<file path="config.mk">
export PLATFORM = sky130hd
export DESIGN_NAME = gpv_port
export DESIGN_NICKNAME = d
export VERILOG_FILES = /design/src/gpv_pkg.sv /design/src/gpv_pin_sense.sv /design/src/gpv_port.sv
export SDC_FILE = /design/constraint.sdc
export NUM_CORES = 1
export LEC_CHECK = 0
export BUFFER_PORTS_ARGS = -buffer_cell sky130_fd_sc_hd__buf_2
export CAP_MARGIN = 20
export CORE_UTILIZATION = 40
export CTS_BUF_LIST = sky130_fd_sc_hd__clkbuf_8
export DETAILED_ROUTE_END_ITERATION = 6
export SYNTH_ARGS = -nofsm -noshare
export SYNTH_HDL_FRONTEND = slang
export SYNTH_HIERARCHICAL = 1
export SYNTH_SLANG_ARGS = --single-unit
export TNS_END_PERCENT = 30
</file>
<file path="constraint.sdc">
create_clock -name sys_clk -period 2.8 [get_ports sys_clk]
set_clock_uncertainty 0.15 [all_clocks]
set_input_delay 0.42 -clock sys_clk [delete_from_list [all_inputs] [get_ports sys_clk]]
set_output_delay 0.42 -clock sys_clk [all_outputs]
set_load 0.01 [all_outputs]
</file>
<file path="src/gpv_pkg.sv">
// Package with register map, field layout and reset values of the port input/sense block
// Summary of operation
// - Pin-level read returns synchronised pin levels
// - Disabled input buffer stops sampling that pin
// - Writing one to pin-level toggles output bit
// - Sense match sets the pin event flag
// - Writing one clears flag, zero keeps it
// - Eight config registers; bit 7 inverts I/O
// - Config bit 3 drives pull-up enable output
// - Sense field: off, both, rise, fall, disabled, low
// - Fast alias block maps four registers at 0-3
// - Alias flags are the main flags, set by any sense match
// - Alias pin-level write toggles alias output
// - Direction bit one makes pin an output
// - Output level drives pin only when output
package gpv_pkg;
	// ----------------------------------------
	// Register indices (byte address = index * 4)
	// ----------------------------------------
	localparam logic [7:0] GPV_FAST_DIR_IDX = 8'h00;
	localparam logic [7:0] GPV_FAST_OUT_IDX = 8'h01;
	localparam logic [7:0] GPV_FAST_IN_IDX = 8'h02;
	localparam logic [7:0] GPV_FAST_FLAG_IDX = 8'h03;
	localparam logic [7:0] GPV_DIR_IDX = 8'h20;
	localparam logic [7:0] GPV_OUT_IDX = 8'h24;
	localparam logic [7:0] GPV_IN_IDX = 8'h08;
	localparam logic [7:0] GPV_FLAG_IDX = 8'h09;
	localparam logic [7:0] GPV_CFG_IDX = 8'h10;
	localparam logic [7:0] GPV_IRQ_EN_IDX = 8'h30;
	localparam logic [7:0] GPV_IRQ_CLR_IDX = 8'h31;
	localparam int GPV_PINS = 8;
	// ----------------------------------------
	// Config field positions and reset values
	// ----------------------------------------
	localparam int GPV_INV_BIT = 7;
	localparam int GPV_PULL_BIT = 3;
	localparam int GPV_SENSE_MSB = 2;
	localparam logic [7:0] GPV_CFG_MASK = 8'h8F;
	localparam logic [7:0] GPV_RESET_BYTE = 8'h00;
	localparam logic [7:0] GPV_IRQ_EN_RESET = 8'hFF;
	typedef enum logic [2:0] {
		GPV_SENSE_OFF_BUF_ON = 3'h0,
		GPV_SENSE_ANY_EDGE = 3'h1,
		GPV_SENSE_RISE = 3'h2,
		GPV_SENSE_FALL = 3'h3,
		GPV_SENSE_BUF_OFF = 3'h4,
		GPV_SENSE_LOW = 3'h5
	} gpv_sense_t;
endpackage

</file>
<file path="src/gpv_pin_sense.sv">
// Per-pin synchroniser, inversion, buffer gating and sense detector
`timescale 1ns/1ps
module gpv_pin_sense
	import gpv_pkg::*;
(
	input wire logic sys_clk,
	input wire logic rst_n,
	input wire logic padIn,
	input wire logic invertEnable,
	input wire logic [2:0] inputSenseSelect,
	output logic levelOut,
	output logic senseHit
);
	logic sync1_r;
	logic sync2_r;
	logic prev_r;
	wire bufOn = (inputSenseSelect != GPV_SENSE_BUF_OFF);
	wire cur = sync2_r ^ invertEnable;
	wire rise = cur & ~prev_r;
	wire fall = ~cur & prev_r;

	// Two-stage synchroniser, held while the buffer is off
	// synchronise pin
	always_ff @(posedge sys_clk) begin
		if (!rst_n) begin
			sync1_r <= 1'b0;
			sync2_r <= 1'b0;
			prev_r <= 1'b0;
		end else if (bufOn) begin
			sync1_r <= padIn;
			sync2_r <= sync1_r;
			prev_r <= cur;
		end
	end

	assign levelOut = bufOn ? cur : 1'b0;

	// Sense decode
	// sense decode
	always_comb begin
		unique case (inputSenseSelect)
			GPV_SENSE_ANY_EDGE: senseHit = rise | fall;
			GPV_SENSE_RISE: senseHit = rise;
			GPV_SENSE_FALL: senseHit = fall;
			GPV_SENSE_LOW: senseHit = ~cur;
			default: senseHit = 1'b0;
		endcase
	end
endmodule

</file>
<file path="src/gpv_port.sv">
// Top of the port input/sense block with Wishbone register slave
//
// Register access over Wishbone was left to the implementer.
`timescale 1ns/1ps
module gpv_port
	import gpv_pkg::*;
#(
	parameter int PINS = GPV_PINS
) (
	input wire logic sys_clk,
	input wire logic rst_n,
	input wire logic [31:0] wb_adr_i,
	input wire logic [31:0] wb_dat_i,
	output logic [31:0] wb_dat_o,
	input wire logic wb_we_i,
	input wire logic [3:0] wb_sel_i,
	input wire logic wb_stb_i,
	input wire logic wb_cyc_i,
	output logic wb_ack_o,
	input wire logic [PINS-1:0] padIn,
	output logic [PINS-1:0] padOut,
	output logic [PINS-1:0] padOeN,
	output logic [PINS-1:0] pullHighEnable,
	output logic portIrq
);
	// ----------------------------------------
	// Register storage
	// ----------------------------------------
	logic [7:0] dir_r;
	logic [7:0] dir_nxt;
	logic [7:0] outLvl_r;
	logic [7:0] outLvl_nxt;
	logic [7:0] flags_r;
	logic [7:0] flags_nxt;
	logic [7:0] irqEn_r;
	logic [7:0] irqEn_nxt;
	logic [7:0] cfg_r [PINS];
	logic [PINS-1:0] padOut_r;
	logic [PINS-1:0] padOeN_r;
	logic [PINS-1:0] pull_r;
	logic irq_r;

	// ----------------------------------------
	// Bus response state
	// ----------------------------------------
	logic ack_r;
	logic [31:0] rdat_r;

	// ----------------------------------------
	// Per-pin signals
	// ----------------------------------------
	logic [7:0] pinLevel;
	logic [7:0] hit;
	wire [PINS-1:0] invBit;
	wire [PINS-1:0] pullBit;

	// ----------------------------------------
	// Config field split
	// ----------------------------------------
	genvar g;
	generate
		for (g = 0; g < PINS; g++) begin : gCfg
			// Invert and pull-up bits of each pin
			assign invBit[g] = cfg_r[g][GPV_INV_BIT];
			assign pullBit[g] = cfg_r[g][GPV_PULL_BIT];
		end
	endgenerate

	// ----------------------------------------
	// Per-pin sense logic
	// ----------------------------------------
	generate
		for (g = 0; g < PINS; g++) begin : gPin
			// Synchroniser, inversion and sense detector of one pin
			gpv_pin_sense uSense (
				.sys_clk(sys_clk),
				.rst_n(rst_n),
				.padIn(padIn[g]),
				.invertEnable(invBit[g]),
				.inputSenseSelect(cfg_r[g][GPV_SENSE_MSB:0]),
				.levelOut(pinLevel[g]),
				.senseHit(hit[g])
			);
		end
		for (g = PINS; g < 8; g++) begin : gPad
			// Lanes beyond the pin count read zero and never flag
			assign pinLevel[g] = 1'b0;
			assign hit[g] = 1'b0;
		end
	endgenerate

	// ----------------------------------------
	// Bus decode
	// ----------------------------------------
	// Word index and request qualifiers
	wire [7:0] idx = wb_adr_i[9:2];
	wire req = wb_cyc_i & wb_stb_i & ~ack_r;
	wire wr = req & wb_we_i & wb_sel_i[0];
	wire [7:0] wd = wb_dat_i[7:0];

	// ----------------------------------------
	// Address match
	// ----------------------------------------
	// alias decode
	wire hitDir = (idx == GPV_DIR_IDX) | (idx == GPV_FAST_DIR_IDX);
	wire hitOut = (idx == GPV_OUT_IDX) | (idx == GPV_FAST_OUT_IDX);
	wire hitIn = (idx == GPV_IN_IDX) | (idx == GPV_FAST_IN_IDX);
	wire hitFlag = (idx == GPV_FLAG_IDX) | (idx == GPV_FAST_FLAG_IDX);
	// Config window and interrupt control words
	wire hitCfg = (idx >= GPV_CFG_IDX) && (idx < GPV_CFG_IDX + 8'(PINS));
	wire [7:0] cfgSel = idx - GPV_CFG_IDX;
	wire [2:0] cfgPin = cfgSel[2:0];
	wire hitEn = (idx == GPV_IRQ_EN_IDX);
	wire hitClr = (idx == GPV_IRQ_CLR_IDX);

	// ----------------------------------------
	// Write strobes
	// ----------------------------------------
	// One strobe per register group
	wire wrDir = wr & hitDir;
	wire wrOut = wr & hitOut;
	wire wrIn = wr & hitIn;
	wire wrFlag = wr & hitFlag;
	wire wrCfg = wr & hitCfg;
	wire wrEn = wr & hitEn;
	wire wrClr = wr & hitClr;
	wire [7:0] clrMask = (wrFlag | wrClr) ? wd : 8'h00;

	// ----------------------------------------
	// Read selection
	// ----------------------------------------
	// Config byte of the addressed pin, reserved bits zero
	wire [7:0] cfgRd = hitCfg ? cfg_r[cfgPin] & GPV_CFG_MASK : 8'h00;
	// Each term is zero unless its word is addressed
	wire [7:0] rdDir = {8{hitDir}} & dir_r;
	wire [7:0] rdOut = {8{hitOut}} & outLvl_r;
	wire [7:0] rdIn = {8{hitIn}} & pinLevel;
	wire [7:0] rdFlag = {8{hitFlag}} & flags_r;
	wire [7:0] rdEn = {8{hitEn}} & irqEn_r;
	// Matches are exclusive, so the terms merge by OR
	wire [7:0] rdByte = rdDir | rdOut | rdIn | rdFlag | rdEn | cfgRd;
	wire [31:0] rdWord = {24'h00_0000, rdByte};

	// ----------------------------------------
	// Bus response
	// ----------------------------------------
	// Acknowledge one cycle after a request is taken
	always_ff @(posedge sys_clk) begin
		if (!rst_n) begin
			ack_r <= 1'b0;
		end else begin
			ack_r <= req;
		end
	end

	// Read data captured together with the acknowledge
	always_ff @(posedge sys_clk) begin
		if (!rst_n) begin
			rdat_r <= 32'h0000_0000;
		end else begin
			rdat_r <= rdWord;
		end
	end

	// ----------------------------------------
	// Direction register
	// ----------------------------------------
	// Next direction value
	always_comb begin
		dir_nxt = dir_r;
		if (wrDir) begin
			dir_nxt = wd;
		end
	end

	always_ff @(posedge sys_clk) begin
		if (!rst_n) begin
			dir_r <= GPV_RESET_BYTE;
		end else begin
			dir_r <= dir_nxt;
		end
	end

	// ----------------------------------------
	// Output level register
	// ----------------------------------------
	// Next value: direct write, or toggle through a pin-level word
	// toggle output
	always_comb begin
		outLvl_nxt = outLvl_r;
		if (wrOut) begin
			outLvl_nxt = wd;
		end else if (wrIn) begin
			outLvl_nxt = outLvl_r ^ wd;
		end
	end

	// Output level register
	always_ff @(posedge sys_clk) begin
		if (!rst_n) begin
			outLvl_r <= GPV_RESET_BYTE;
		end else begin
			outLvl_r <= outLvl_nxt;
		end
	end

	// ----------------------------------------
	// Event flags
	// ----------------------------------------
	// Sticky flags per lane, a new event wins over a clear
	// flag set
	generate
		for (g = 0; g < 8; g++) begin : gFlag
			assign flags_nxt[g] = hit[g] | (flags_r[g] & ~clrMask[g]);
		end
	endgenerate

	// Flag register
	always_ff @(posedge sys_clk) begin
		if (!rst_n) begin
			flags_r <= GPV_RESET_BYTE;
		end else begin
			flags_r <= flags_nxt;
		end
	end

	// ----------------------------------------
	// Interrupt enable
	// ----------------------------------------
	// Next enable mask
	always_comb begin
		irqEn_nxt = irqEn_r;
		if (wrEn) begin
			irqEn_nxt = wd;
		end
	end

	// Enable mask, every pin enabled out of reset
	always_ff @(posedge sys_clk) begin
		if (!rst_n) begin
			irqEn_r <= GPV_IRQ_EN_RESET;
		end else begin
			irqEn_r <= irqEn_nxt;
		end
	end

	// ----------------------------------------
	// Pin configuration
	// ----------------------------------------
	// per-pin config
	always_ff @(posedge sys_clk) begin
		if (!rst_n) begin
			for (int i = 0; i < PINS; i++) begin
				cfg_r[i] <= GPV_RESET_BYTE;
			end
		end else if (wrCfg) begin
			cfg_r[cfgPin] <= wd & GPV_CFG_MASK;
		end
	end

	// ----------------------------------------
	// Pad drive and pull-up
	// ----------------------------------------
	generate
		for (g = 0; g < PINS; g++) begin : gDrive
			always_ff @(posedge sys_clk) begin
				if (!rst_n) begin
					padOut_r[g] <= 1'b0;
					padOeN_r[g] <= 1'b1;
				end else begin
					padOut_r[g] <= outLvl_r[g] ^ invBit[g];
					padOeN_r[g] <= ~dir_r[g];
				end
			end
			always_ff @(posedge sys_clk) begin
				if (!rst_n) begin
					pull_r[g] <= 1'b0;
				end else begin
					pull_r[g] <= pullBit[g];
				end
			end
		end
	endgenerate

	// ----------------------------------------
	// Interrupt request
	// ----------------------------------------
	// Pending events that are enabled
	wire [7:0] pending = flags_r & irqEn_r;
	always_ff @(posedge sys_clk) begin
		if (!rst_n) begin
			irq_r <= 1'b0;
		end else begin
			irq_r <= |pending;
		end
	end

	// ----------------------------------------
	// Output ports
	// ----------------------------------------
	// Every output comes straight from a register
	assign wb_ack_o = ack_r;
	assign wb_dat_o = rdat_r;
	assign padOut = padOut_r;
	assign padOeN = padOeN_r;
	assign pullHighEnable = pull_r;
	assign portIrq = irq_r;
endmodule

</file>
**Word-level counts from Yosys, hierarchy flattened**

Memories as Yosys holds them, arrays and structs flattened.
Index checks and enable logic that the tools add are counted.

- Bits in registers: 114
- Latch bits: 0
- RAM bits: 40
- Memory bits (read-only): 0
- Bits of input ports: 81
- Output and inout bits: 58
- Word-level logic and storage cells: 258
- Memories kept: 1

- Add/sub/neg operators: 1
- Multiply operators: 0
- Div/mod/pow operators: 0
- $lt $le $gt $ge: 2
- Eq/ne operators: 49
- Shifts and indexed selects: 0
- Muxes and demuxes: 27
- Bitwise gates (word level): 117
- Reduce and logical (&&, ||, !) cells: 5

Memories:

| memory | depth | width | read ports | clocked after memory_dff | wr ports | RTL line | RTL |
|---|---|---|---|---|---|---|---|
| cfg_r | 8 | 5 | 9 | 0 | 8 | gpv_port.sv:37 | `logic [7:0] cfg_r [PINS];` |

Operators with widths:

| operator | number |
|---|---|
| 8-bit bitwise AND | 6 |
| 3-bit by 2-bit equality test with 1-bit output (second input constant) | 16 |
| 8-bit bitwise OR | 5 |
| 1-bit bitwise AND | 35 |
| 1-bit NOT | 33 |
| 8-bit by 6-bit equality test with 1-bit output (second input constant) | 4 |
| 8-bit two-way mux | 4 |
| 1-bit one-hot mux with 4 select lines | 8 |
| 3-bit by 1-bit equality test with 1-bit output (second input constant) | 8 |
| 3-bit equality test (second input constant) | 8 |
| 3-bit != test (second input constant) | 8 |
| 1-bit bitwise OR | 21 |
| 8-bit by 2-bit equality test with 1-bit output (second input constant) | 2 |
| 8-bit by 4-bit equality test with 1-bit output (second input constant) | 2 |
| 1-bit bitwise XOR | 16 |
| 1-bit two-way mux | 13 |
| 8-bit by 1-bit equality test with 1-bit output (second input constant) | 1 |
| 8-bit by 5-bit >= comparator with 1-bit output (second input constant) | 1 |
| 8-bit zero test | 1 |
| 8-bit by 5-bit less-than comparator with 1-bit output (second input constant) | 1 |
| 8-bit OR reduction | 1 |
| 8-bit bitwise XOR | 1 |
| 5-bit two-way mux | 1 |
| 5-bit OR reduction | 1 |
| 4 further kinds | 4 |

**Logic depth before layout (Yosys ltp)**

Gate-level depths: netlist (run 1).

- Word-level depth: 10
- Mapped depth: 8
- Depth with buffers taken out: 8

**Hierarchy**

The synthesis (run 1) kept the hierarchy.

Modules (own cells, without submodules):

| module | instances | cells an instance | area an instance (um2) | seq. area each (um2) |
|---|---|---|---|---|
| gpv_port | 1 | 481 | 4,958.5 | 2,522.4 |
| gpv_pin_sense | 8 | 22 | 207.7 | 60.1 |

**Worst setup path after synthesis (run 1)**

OpenSTA, ideal clock, no wires.

- Kind: input-to-reg
- From: input port wb_cyc_i
- To: memory cfg_r[4][0] (netlist bit) (enable)
- Library setup time: 374 ps
- Data arrival time: 1,892 ps
- Data required time: 2,276 ps
- Setup slack: 384 ps
- Stages: 6
- Buffers on the path: 2
- Cell sequence: nand2_1 > or3_1 > buf_6 > or3_1 > buf_6 > o21ai_0

RTL lines:

| item | RTL line | RTL |
|---|---|---|
| start: declaration | gpv_port.sv:18 | `input wire logic wb_cyc_i,` |
| end: declaration | gpv_port.sv:37 |  |

==> results of run 1 <==
## layer usage
layer  wire length, um  vias to the layer above  GRT usage [%]
met5                 0                        -              0
met4               399                        0           9.13
met3               995                       27           4.80
met2              7970                      191           33.2
met1              7440                     2466           26.5
li1                  -                     2407              -
## worst register-to-register path, cell delays in order (launching register included)
cell	delay, ns
dfxtp_1	0.35
or3_1	0.55
or3_1	0.56
o21ai_0	0.39
buf_4	0.21
## logic make-up after synthesis
group	after synthesis	synth area share [%]
adder cells (fa/ha/maj)	8	1.51
AO/OA/AOI/OAI	120	13.3
flip-flops	130	45.4
multiplexers	63	10.2
AND/OR/NAND/NOR	223	20.0
other	1	0.0566
XOR/XNOR	17	2.25
buffers and inverters	95	7.31
## cell type report
cell class | instances | area, um2
clock buffers | 22 | 303
multi-input cells | 455 | 3220
clock inverters | 10 | 106
flip-flops and latches | 130 | 3000
repair buffers | 80 | 443
fillers | 1538 | 8490
inverters | 43 | 161
well taps | 216 | 270
## how the worst max path moves through the flow
stage	from	end	slack, ns
after floorplan	wb_cyc_i	cfg_r[4][0]	0.38
after global placement	wb_cyc_i	cfg_r[6][2]	0.07
after detailed placement	wb_cyc_i	cfg_r[6][2]	0.09
after CTS	wb_ack_o	cfg_r[6][0]	0.30
after global routing	wb_ack_o	cfg_r[6][2]	0.25
final	wb_ack_o	cfg_r[6][4]	0.32
## registers in the layout (all words and copies together), names as in the netlist
register,cells
irqEn_r,8
wb_dat_o,8
padOut,8
wb_ack_o,1
cfg_r,40
gPin.uSense/sync1_r,8
outLvl_r,8
portIrq,1
pullHighEnable,8
gPin.uSense/sync2_r,8
gPin.uSense/prev_r,8
flags_r,8
padOeN,8
dir_r,8
## power by group
group / switching (mW) / total [mW] / internal [mW] / leakage (nW)
Sequential: 0.0588 / 2.06 / 2.00 / 1.14
Clock: 0.742 / 1.64 / 0.902 / 0.223
Combinational: 0.262 / 0.428 / 0.165 / 1.53
## stage by stage
stage	hold slack [ns]	utilization [%]	cell area, um2
6_report	0.0453	46.9	7510
3_3_place_gp	0.238	44.4	7100
3_5_place_dp	0.240	44.4	7100
2_1_floorplan	0.216	-	6710
4_1_cts	0.0251	46.9	7510
5_1_grt	0.0523	46.9	7510
## cell usage in the layout (no fill, tap or decap), types with 22 or more instances in the layout
cell      instances
mux2i_1          46
nand2_1          38
edfxtp_1         40
inv_1            45
dfxtp_1          90
nor2_1           61
o21ai_0          24
a31oi_1          24
buf_2            63
conb_1           24
clkbuf_8         22
and2_1           49
==> qor.txt, run 1 <==
status - complete, no violations
core area - 16000 um2
Syn. warnings - 6
Total Wirelength - 16.8 mm
P_leak - 2.89 nW
All-Layer GR Usage - 20.7%
Worst Path Required - 2.83 ns
Post-synth EDFFs - 40
CP Cell Sequence - or3_1 -> or3_1 -> o21ai_0 -> buf_4
clock tree root driver cell - clkbuf_8
DR vias/cell - 5.33
post-route insts no fill - 956
Async S/R FF share, synth - 0%
WL/cell - 17.6 um
Final min period - 2.48 ns
post-detail-place hpwl - 11.8 mm
Mapped Cells - 657
Layout Nets - 816
cts hold-fix bufs - 0
Hold Fails Final Rpt - 0
total die area - 17100 um2
count leader, synth - dfxtp_1
syn_area_per_cell - 10.1 um2
slew margin rel. - 53.0%
routability-driven placement congestion ratio - 0.838
slowest CP cell - or3_1
crit path kind - register to register
Slew Viols, Final - 0
total power - 4.13 mW
origin of the critical flop-to-flop path - wb_ack_o
ANT nets after route - 0
final-report setup violation count - 0
Worst Setup Start Kind - register
clock sink count - 130
Hold Path Class - input port to register
number of global-route vias before repair - 4930
routed vias - 5091
initial antenna violation count - 0
insertion delay to the later sink of the worst-skew pair - 0.46 ns
Clock Path Buffers - 2
clock buffer count from CTS - 17
Power Dens Cells - 551 nW/um2
synthesis-stage register bit count - 130
leading area contributor after synthesis - dfxtp_1
most used cell, CP - or3_1
min-delay src - padIn[2]
TritonCTS clock tree - yes
placed cell count - 924
drt drc - 0
CP Buf/Inv Count - 1
Peak supply drop - 0.262 mV
setup tns final - 0 ns
Die Y - 131 um
Worst setup EP type - register
top-area cell type share of the netlist area - 27.2%
Setup Fix Bufs, Post-CTS - 0
hold depth - 3
Initial Util - 41.4%
maximum number of pins on one net before global-route repair - 66
initial drt markers - 360
grt ovf - 0
total of max-cap violations - 0
critical path arrival - 2.51 ns
Synth Flop Type - dfxtp_1
R2R cell count - 4
crit-path leading delay family - simple AND/OR/NAND/NOR gates
FMAX - 404 MHz
share of cells above drive strength 1 - 22.4%
Levels on crit path - 4
IO Count - 139
commonest cells in the netlist - 90 x dfxtp_1, 61 x nor2_1, 49 x and2_1
num rows - 46
crit path max fanout - 7
hold endpoint - gPin[2].uSense/sync1_r
Area growth, synth to finish - 13.4%
I/O Buffers - 63
Final Cycle Share - 88.4%
ANT cells - 0
final worst setup slack - 0.325 ns
clock-pin slew on the worst setup and hold paths - 0.07 ns
max incr delay on CP - 0.56 ns
terminus of the critical flop-to-flop path - cfg_r[6][4]
Place WS - 0.0916 ns
top post-synthesis cells by area - dfxtp_1 27%, edfxtp_1 18%, mux2i_1 7.0%
global-route wire length before repair - 26.1 mm
flop2flop setup slack - 0.32 ns
Slew @ Worst Pin - 0.706 ns
register area share after synthesis - 45.4%
H-tree depth - 4
First-pass DRT Iterations - 7
unrepaired setup endpoints after global routing - false
cell area after synthesis - 6620 um2
Die W - 131 um
synth unique cells - 49
PostCTS Resize Cnt - 0
(Power assumes the default switching activity.)
==> run 2: changes to the inputs <==
- CELL_PAD_IN_SITES_DETAIL_PLACEMENT: not set -> 2
- CELL_PAD_IN_SITES_GLOBAL_PLACEMENT: not set -> 2
- CORE_UTILIZATION: 40 -> 35
- PLACE_DENSITY_LB_ADDON: not set -> 0.1
==> run 2 against run 1 <==
Die area grew 14%. First-iteration DRC count shrank 21%. Register-to-register slack gained 0.08 ns. Via count grew 0.86%. Fmax grew 3.4%. Clock-buffer cell count shrank 4. Sequential cell count is the same. Core utilization shrank 5.6 points. Non-clock buffer count grew 6. Design area grew 0.65%. Critical endpoint is now cfg_r[0][0]. Largest cell class unchanged.
==> qor.txt, run 2 (synthesis gave the netlist of run 1 again) <==
status - complete, no violations
PostCTS Resize Cnt - 0 (unchanged)
Worst setup EP type - register
Hold Fails Final Rpt - 0 (unchanged)
total of max-cap violations - 0 (unchanged)
Top reg by flops - cfg_r
unrepaired setup endpoints after global routing - false
Worst Path Required - 2.80 ns (-0.03 ns)
clock sink count - 130 (unchanged)
crit path kind - register to register
Layout Nets - 822 (+0.74%)
insertion delay to the later sink of the worst-skew pair - 0.47 ns (about the same)
initial antenna violation count - 0 (unchanged)
routability-driven placement congestion ratio - 0.791 (-5.5%)
WL/cell - 20.8 um (+18%)
drt drc - 0 (unchanged)
number of global-route vias before repair - 5498 (+12%)
core area - 18300 um2 (+14%)
cts hold-fix bufs - 0 (unchanged)
clock-pin slew on the worst setup and hold paths - 0.08 ns (about the same)
DR vias/cell - 5.27 (-1.1%)
total die area - 19500 um2 (+14%)
FILL cells - 2001 (+30%)
crit path max fanout - 7 (unchanged)
R2R cell count - 4 (unchanged)
commonest non-fill, non-tap cell in the layout - dfxtp_1
Die Y - 140 um (+6.8%)
IO Count - 139 (unchanged)
All-Layer GR Usage - 22.0% (+1.3 points)
Setup crit end - cfg_r[0][0]
CP Launch Point - wb_ack_o
ANT nets after route - 0 (unchanged)
maximum number of pins on one net before global-route repair - 35 (-47%)
clock buffer count from CTS - 17 (unchanged)
First-pass DRT Iterations - 4 (-3)
origin of the critical flop-to-flop path - wb_ack_o
post-detail-place hpwl - 14.7 mm (+24%)
Worst Setup Start Kind - register
flop2flop setup slack - 0.41 ns (+0.08 ns)
Initial Util - 36.2% (-5.1 points)
slew margin rel. - 59.3% (+6.3 points)
critical path arrival - 2.40 ns (-0.11 ns)
Largest register FFs - 40 (unchanged)
P_leak - 2.91 nW (+0.67%)
Hold Path Class - input port to register
Setup Fix Bufs, Post-CTS - 0 (unchanged)
Final Cycle Share - 85.5% (-2.9 points)
Power Dens Cells - 553 nW/um2 (+0.41%)
initial drt markers - 284 (-21%)
grt ovf - 0 (unchanged)
Peak supply drop - 0.287 mV (+9.5%)
H-tree depth - 4 (unchanged)
FMAX - 418 MHz (+3.4%)
commonest cells after routing, fill and taps aside - 90 x dfxtp_1, 63 x buf_2, 61 x nor2_1
ANT cells - 0 (unchanged)
Clock Path Buffers - 2 (unchanged)
share of cells above drive strength 1 - 22.9% (+0.49 points)
final worst setup slack - 0.406 ns (+0.0810 ns)
setup tns final - 0 ns (unchanged)
routed vias - 5135 (+0.86%)
clock tree root driver cell - clkbuf_8
I/O Buffers - 63 (unchanged)
TritonCTS clock tree - yes
terminus of the critical flop-to-flop path - cfg_r[0][0]
final-report setup violation count - 0 (unchanged)
Place WS - 0.136 ns (+0.0439 ns)
Slew Viols, Final - 0 (unchanged)
num rows - 49 (+6.5%)
Slew @ Worst Pin - 0.609 ns (-0.0970 ns)
Final min period - 2.39 ns (-0.0810 ns)
Total Wirelength - 20.3 mm (+21%)
Area growth, synth to finish - 14.1%
Die W - 140 um (+6.8%)
global-route wire length before repair - 31.7 mm (+21%)
worst hold slack - 0.0398 ns (-0.00545 ns)
==> run 2: changes by cell type in the layout (fill, tap and decap cells not counted), sizes merged <==
cell and delta:
buf +6, clkinv +2, clkbuf -4, bufinv +1, inv -1, clkinvlp +2
==> run 2: worst min path at each step <==
stage          startpoint                      to  slack, ns  cells after the start
2_1_floorplan    dir_r[0]               padOeN[0]       0.22                      1
3_3_place_gp     dir_r[7]               padOeN[7]       0.23                      1
3_5_place_dp     dir_r[0]               padOeN[0]       0.24                      1
4_1_cts          padIn[6]  gPin[6].uSense/sync1_r       0.01                      3
5_1_grt          padIn[3]  gPin[3].uSense/sync1_r       0.02                      3
6_report         padIn[3]  gPin[3].uSense/sync1_r       0.04                      3
==> run 2: through the flow <==
stage / total power, mW / utilization [%] / cells / area, um2
after global routing: 4.37 / 41.4 / 975 / 7550
after floorplan: 2.40 / - / 680 / 6710
final: 4.18 / 41.4 / 975 / 7550
after detailed placement: 2.56 / 39.2 / 943 / 7160
after CTS: 4.23 / 41.4 / 975 / 7550
after global placement: 2.54 / 39.2 / 943 / 7160
==> run 2: routing by layer <==
metal / vias up / global-route usage, % / share of wire [%]
met4: 0 / 5.38 / 1.0
met2: 89 / 38.3 / 51
met5: - / 0 / 0
met3: 15 / 5.09 / 3.6
li1: 2427 / - / -
met1: 2604 / 27.4 / 45
==> run 2: power by group <==
| group | switching, mW | internal (mW) |
|---|---|---|
| Combinational | 0.281 | 0.170 |
| Clock | 0.775 | 0.884 |
| Sequential | 0.0647 | 2.00 |
| Total | 1.12 | 3.06 |
==> run 2: layout make-up <==
cell class              instances  area (um2)  share of cell area (%)
multi-input cells             455        3220                    42.6
flip-flops and latches        130        3000                    39.7
repair buffers                 86         488                    6.46
well taps                     229         287                    3.79
clock buffers                  18         248                    3.28
inverters                      43         161                    2.14
clock inverters                14         149                    1.97
==> run 2: worst max-delay path, cell delays in order (launching register included) <==
cell	delay, ns
dfxtp_1	0.35
or3_1	0.43
or3_1	0.56
nor3_4	0.30
nand2b_1	0.29
==> run 3: changes to the inputs <==
- CORE_MARGIN: not set -> 10
- SLEW_MARGIN: not set -> 10
- SYNTH_HIERARCHICAL: 1 -> not set
==> run 3 against run 2 <==
Wire length rose by 0.33%. First-iteration DRC count fell by 27%. Largest cell class is now sequential cells. Sequential power barely moved. Area after synthesis fell by 5.5%. Register-to-register slack improved by 0.15 ns. Power fell by 2.3%. Via count fell by 2.8%. Critical path depth rose by 1. Critical endpoint is now wb_dat_o[4]. Global-route usage fell by 4.6 points. Non-clock buffer count rose by 9. Highest routed layer unchanged. Design area fell by 4.0%.
==> qor.txt, run 3 <==
CP Launch Point - cfg_r[4][1]
PostCTS Resize Cnt - 0 (unchanged)
Final Core Density - 41.6% (+0.28 points)
WL/cell - 21.3 um (+2.3%)
initial antenna violation count - 0 (unchanged)
Slew Viols, Final - 0 (unchanged)
met1 usage - 20.5% (-6.9 points)
most used cell, CP - nor2_1
Worst setup EP type - register
insertion delay to the later sink of the worst-skew pair - 0.46 ns (about the same)
GR peak layer - met2
syn_area_per_cell - 9.85 um2 (-2.2%)
Synth Flop Type - dfxtp_1
All-Layer GR Usage - 17.3% (-4.6 points)
Clock Path Buffers - 2 (unchanged)
cell area after synthesis - 6260 um2 (-5.5%)
Hold Fails Final Rpt - 0 (unchanged)
TritonCTS clock tree - yes
slowest CP cell - nor3b_1
clock sink count - 130 (unchanged)
total power - 4.08 mW (-2.3%)
crit path max fanout - 6 (-1)
Final min period - 2.24 ns (-0.152 ns)
met2 Usage GRT - 30.0% (-8.2 points)
cts hold-fix bufs - 0 (unchanged)
Die W - 154 um (+10%)
register area share after synthesis - 48.0% (+2.6 points)
number of global-route vias before repair - 5505 (+0.13%)
DR vias/cell - 5.22 (-0.89%)
IO Count - 139 (unchanged)
Slew @ Worst Pin - 0.701 ns (+0.0920 ns)
Peak supply drop - 0.293 mV (+2.1%)
unrepaired setup endpoints after global routing - false
share of cells above drive strength 1 - 18.7% (-4.2 points)
Levels on crit path - 5 (+1)
final worst setup slack - 0.558 ns (+0.152 ns)
clock-pin slew on the worst setup and hold paths - 0.08 ns (about the same)
top-area cell type share of the netlist area - 28.8% (+1.6 points)
GR Layer Usage met3 - 3.74% (-1.4 points)
FILL cells - 1954 (-2.3%)
grt ovf - 0 (unchanged)
global-route wire length before repair - 32.1 mm (+1.6%)
synthesis-stage register bit count - 130 (unchanged)
commonest non-fill, non-tap cell in the layout - dfxtp_1
synth unique cells - 56 (+14%)
core area - 17400 um2 (-4.7%)
Total Wirelength - 20.4 mm (+0.33%)
H-tree depth - 4 (unchanged)
Layout Nets - 815 (-0.85%)
Post-synth EDFFs - 40 (unchanged)
Largest register FFs - 40 (unchanged)
drt drc - 0 (unchanged)
CP Cell Sequence - nor3b_1 -> nor2_1 -> a22o_1 -> a222oi_1 -> nor2_1
P_leak - 2.87 nW (-1.4%)
Setup crit end - wb_dat_o[4]
Place WS - 0.338 ns (+0.203 ns)
clock tree root driver cell - clkbuf_8
status - complete, no violations
commonest cells after routing, fill and taps aside - 90 x dfxtp_1, 71 x nor2_1, 63 x buf_2
ANT cells - 0 (unchanged)
critical path arrival - 2.43 ns (+0.03 ns)
final-report setup violation count - 0 (unchanged)
Area growth, synth to finish - 15.9%
Initial Util - 35.9% (-0.31 points)
Async S/R FF share, synth - 0% (unchanged)
crit-path leading delay family - simple AND/OR/NAND/NOR gates
origin of the critical flop-to-flop path - cfg_r[4][1]
FMAX - 446 MHz (+6.8%)
Syn. warnings - 0 (-6)
terminus of the critical flop-to-flop path - wb_dat_o[4]
I/O Buffers - 63 (unchanged)
Worst Path Required - 2.98 ns (+0.18 ns)
routability-driven placement congestion ratio - 0.806 (+1.8%)
ANT nets after route - 0 (unchanged)
count leader, synth - dfxtp_1
crit path kind - register to register
post-detail-place hpwl - 15.1 mm (+2.4%)
Mapped Cells - 635 (-3.3%)
First-pass DRT Iterations - 4 (unchanged)
flop2flop setup slack - 0.56 ns (+0.15 ns)
maximum number of pins on one net before global-route repair - 37 (+5.7%)
Power Dens Cells - 563 nW/um2 (+1.8%)
routed vias - 4990 (-2.8%)
clock buffer count from CTS - 17 (unchanged)
setup tns final - 0 ns (unchanged)
Hold Path Class - input port to register
Final Cycle Share - 80.1% (-5.4 points)
hold depth - 3 (unchanged)
top post-synthesis cells by area - dfxtp_1 29%, edfxtp_1 19%, mux2i_1 7.4%
CP Buf/Inv Count - 0 (unchanged)
max incr delay on CP - 0.62 ns (+0.06 ns)
total of max-cap violations - 0 (unchanged)
Setup Fix Bufs, Post-CTS - 0 (unchanged)
initial drt markers - 208 (-27%)
commonest cells in the netlist - 90 x dfxtp_1, 71 x nor2_1, 46 x mux2i_1
Die Y - 154 um (+10%)
R2R cell count - 5 (+1)
leading area contributor after synthesis - dfxtp_1
Worst Setup Start Kind - register
Top reg by flops - cfg_r
num rows - 48 (-2.0%)
total die area - 23600 um2 (+21%)
slew margin rel. - 53.2% (-6.1 points)
[run 3: cell types whose count changed after synthesis, moves of 9 or more]
| cell | delta |
|---|---|
| inv_1 | -16 |
| a21oi_1 | +27 |
| nor2_1 | +10 |
| and2_1 | -17 |
| o22ai_1 | -17 |
| a21o_1 | +9 |
| nand2_1 | -13 |
| a22o_1 | +16 |
| mux2_2 | -13 |
| a31oi_1 | -24 |
| nor3_1 | +12 |
[run 3: cell families (layout without fill, tap and decap cells)]
| logic type | Yosys count | count (layout) | synth area share, % |
|---|---|---|---|
| AOI/OAI and AO/OA | 124 | 124 | 13.3 |
| xor gates and xnor gates | 18 | 18 | 2.52 |
| adders and majority gates | 16 | 16 | 3.20 |
| buffers and inverters | 83 | 156 | 6.76 |
| DFF | 130 | 130 | 48.0 |
| muxes | 50 | 50 | 8.44 |
| other | 1 | 24 | 0.0599 |
| and+or+nand+nor | 213 | 213 | 17.8 |
[run 3: where the power goes]
| part | total (mW) | switching, mW | internal (mW) |
|---|---|---|---|
| Combinational | 0.415 | 0.263 | 0.152 |
| Clock | 1.61 | 0.800 | 0.809 |
| Sequential | 2.06 | 0.0559 | 2.00 |
| Total | 4.08 | 1.12 | 2.96 |
[run 3: cell type report]
type	instances	area, um2	share of cell area [%]
Tap cell	225	282	3.88
Clock buffer	18	248	3.42
Multi-Input combinational cell	445	2920	40.2
Clock inverter	14	136	1.88
Timing Repair Buffer	95	556	7.66
Inverter	29	109	1.50
Sequential cell	130	3000	41.4
[run 3: through the flow]
step	instance area [um2]	cells	hold WS (ns)
floorplan	6340	658	0.220
global placement	6860	923	0.237
detailed placement	6860	923	0.245
CTS	7240	955	0.0224
global route	7250	956	0.0410
finish	7250	956	0.0448
[run 3: worst min path at each step]
stage / startpoint / to / slack, ns
after floorplan: dir_r[0] / padOeN[0] / 0.22
after global placement: dir_r[4] / padOeN[4] / 0.24
after detailed placement: dir_r[4] / padOeN[4] / 0.24
after CTS: padIn[1] / gPin[1].uSense.sync1_r / 0.02
after global routing: padIn[3] / gPin[3].uSense.sync1_r / 0.04
final: padIn[1] / gPin[1].uSense.sync1_r / 0.04
[run 3: worst register-to-register path, stage by stage, from the launching register on]
cell	delay (ns)
edfxtp_1	0.46
nor3b_1	0.62
nor2_1	0.24
a22o_1	0.27
a222oi_1	0.32
nor2_1	0.07
[run 3: layer usage]
layer | part of all wire [%] | up-vias | wire, um
met5 | 0 | - | 0
met4 | 2.0 | 0 | 404
met3 | 3.4 | 26 | 682
met2 | 51 | 80 | 10400
met1 | 43 | 2518 | 8830
li1 | - | 2366 | -
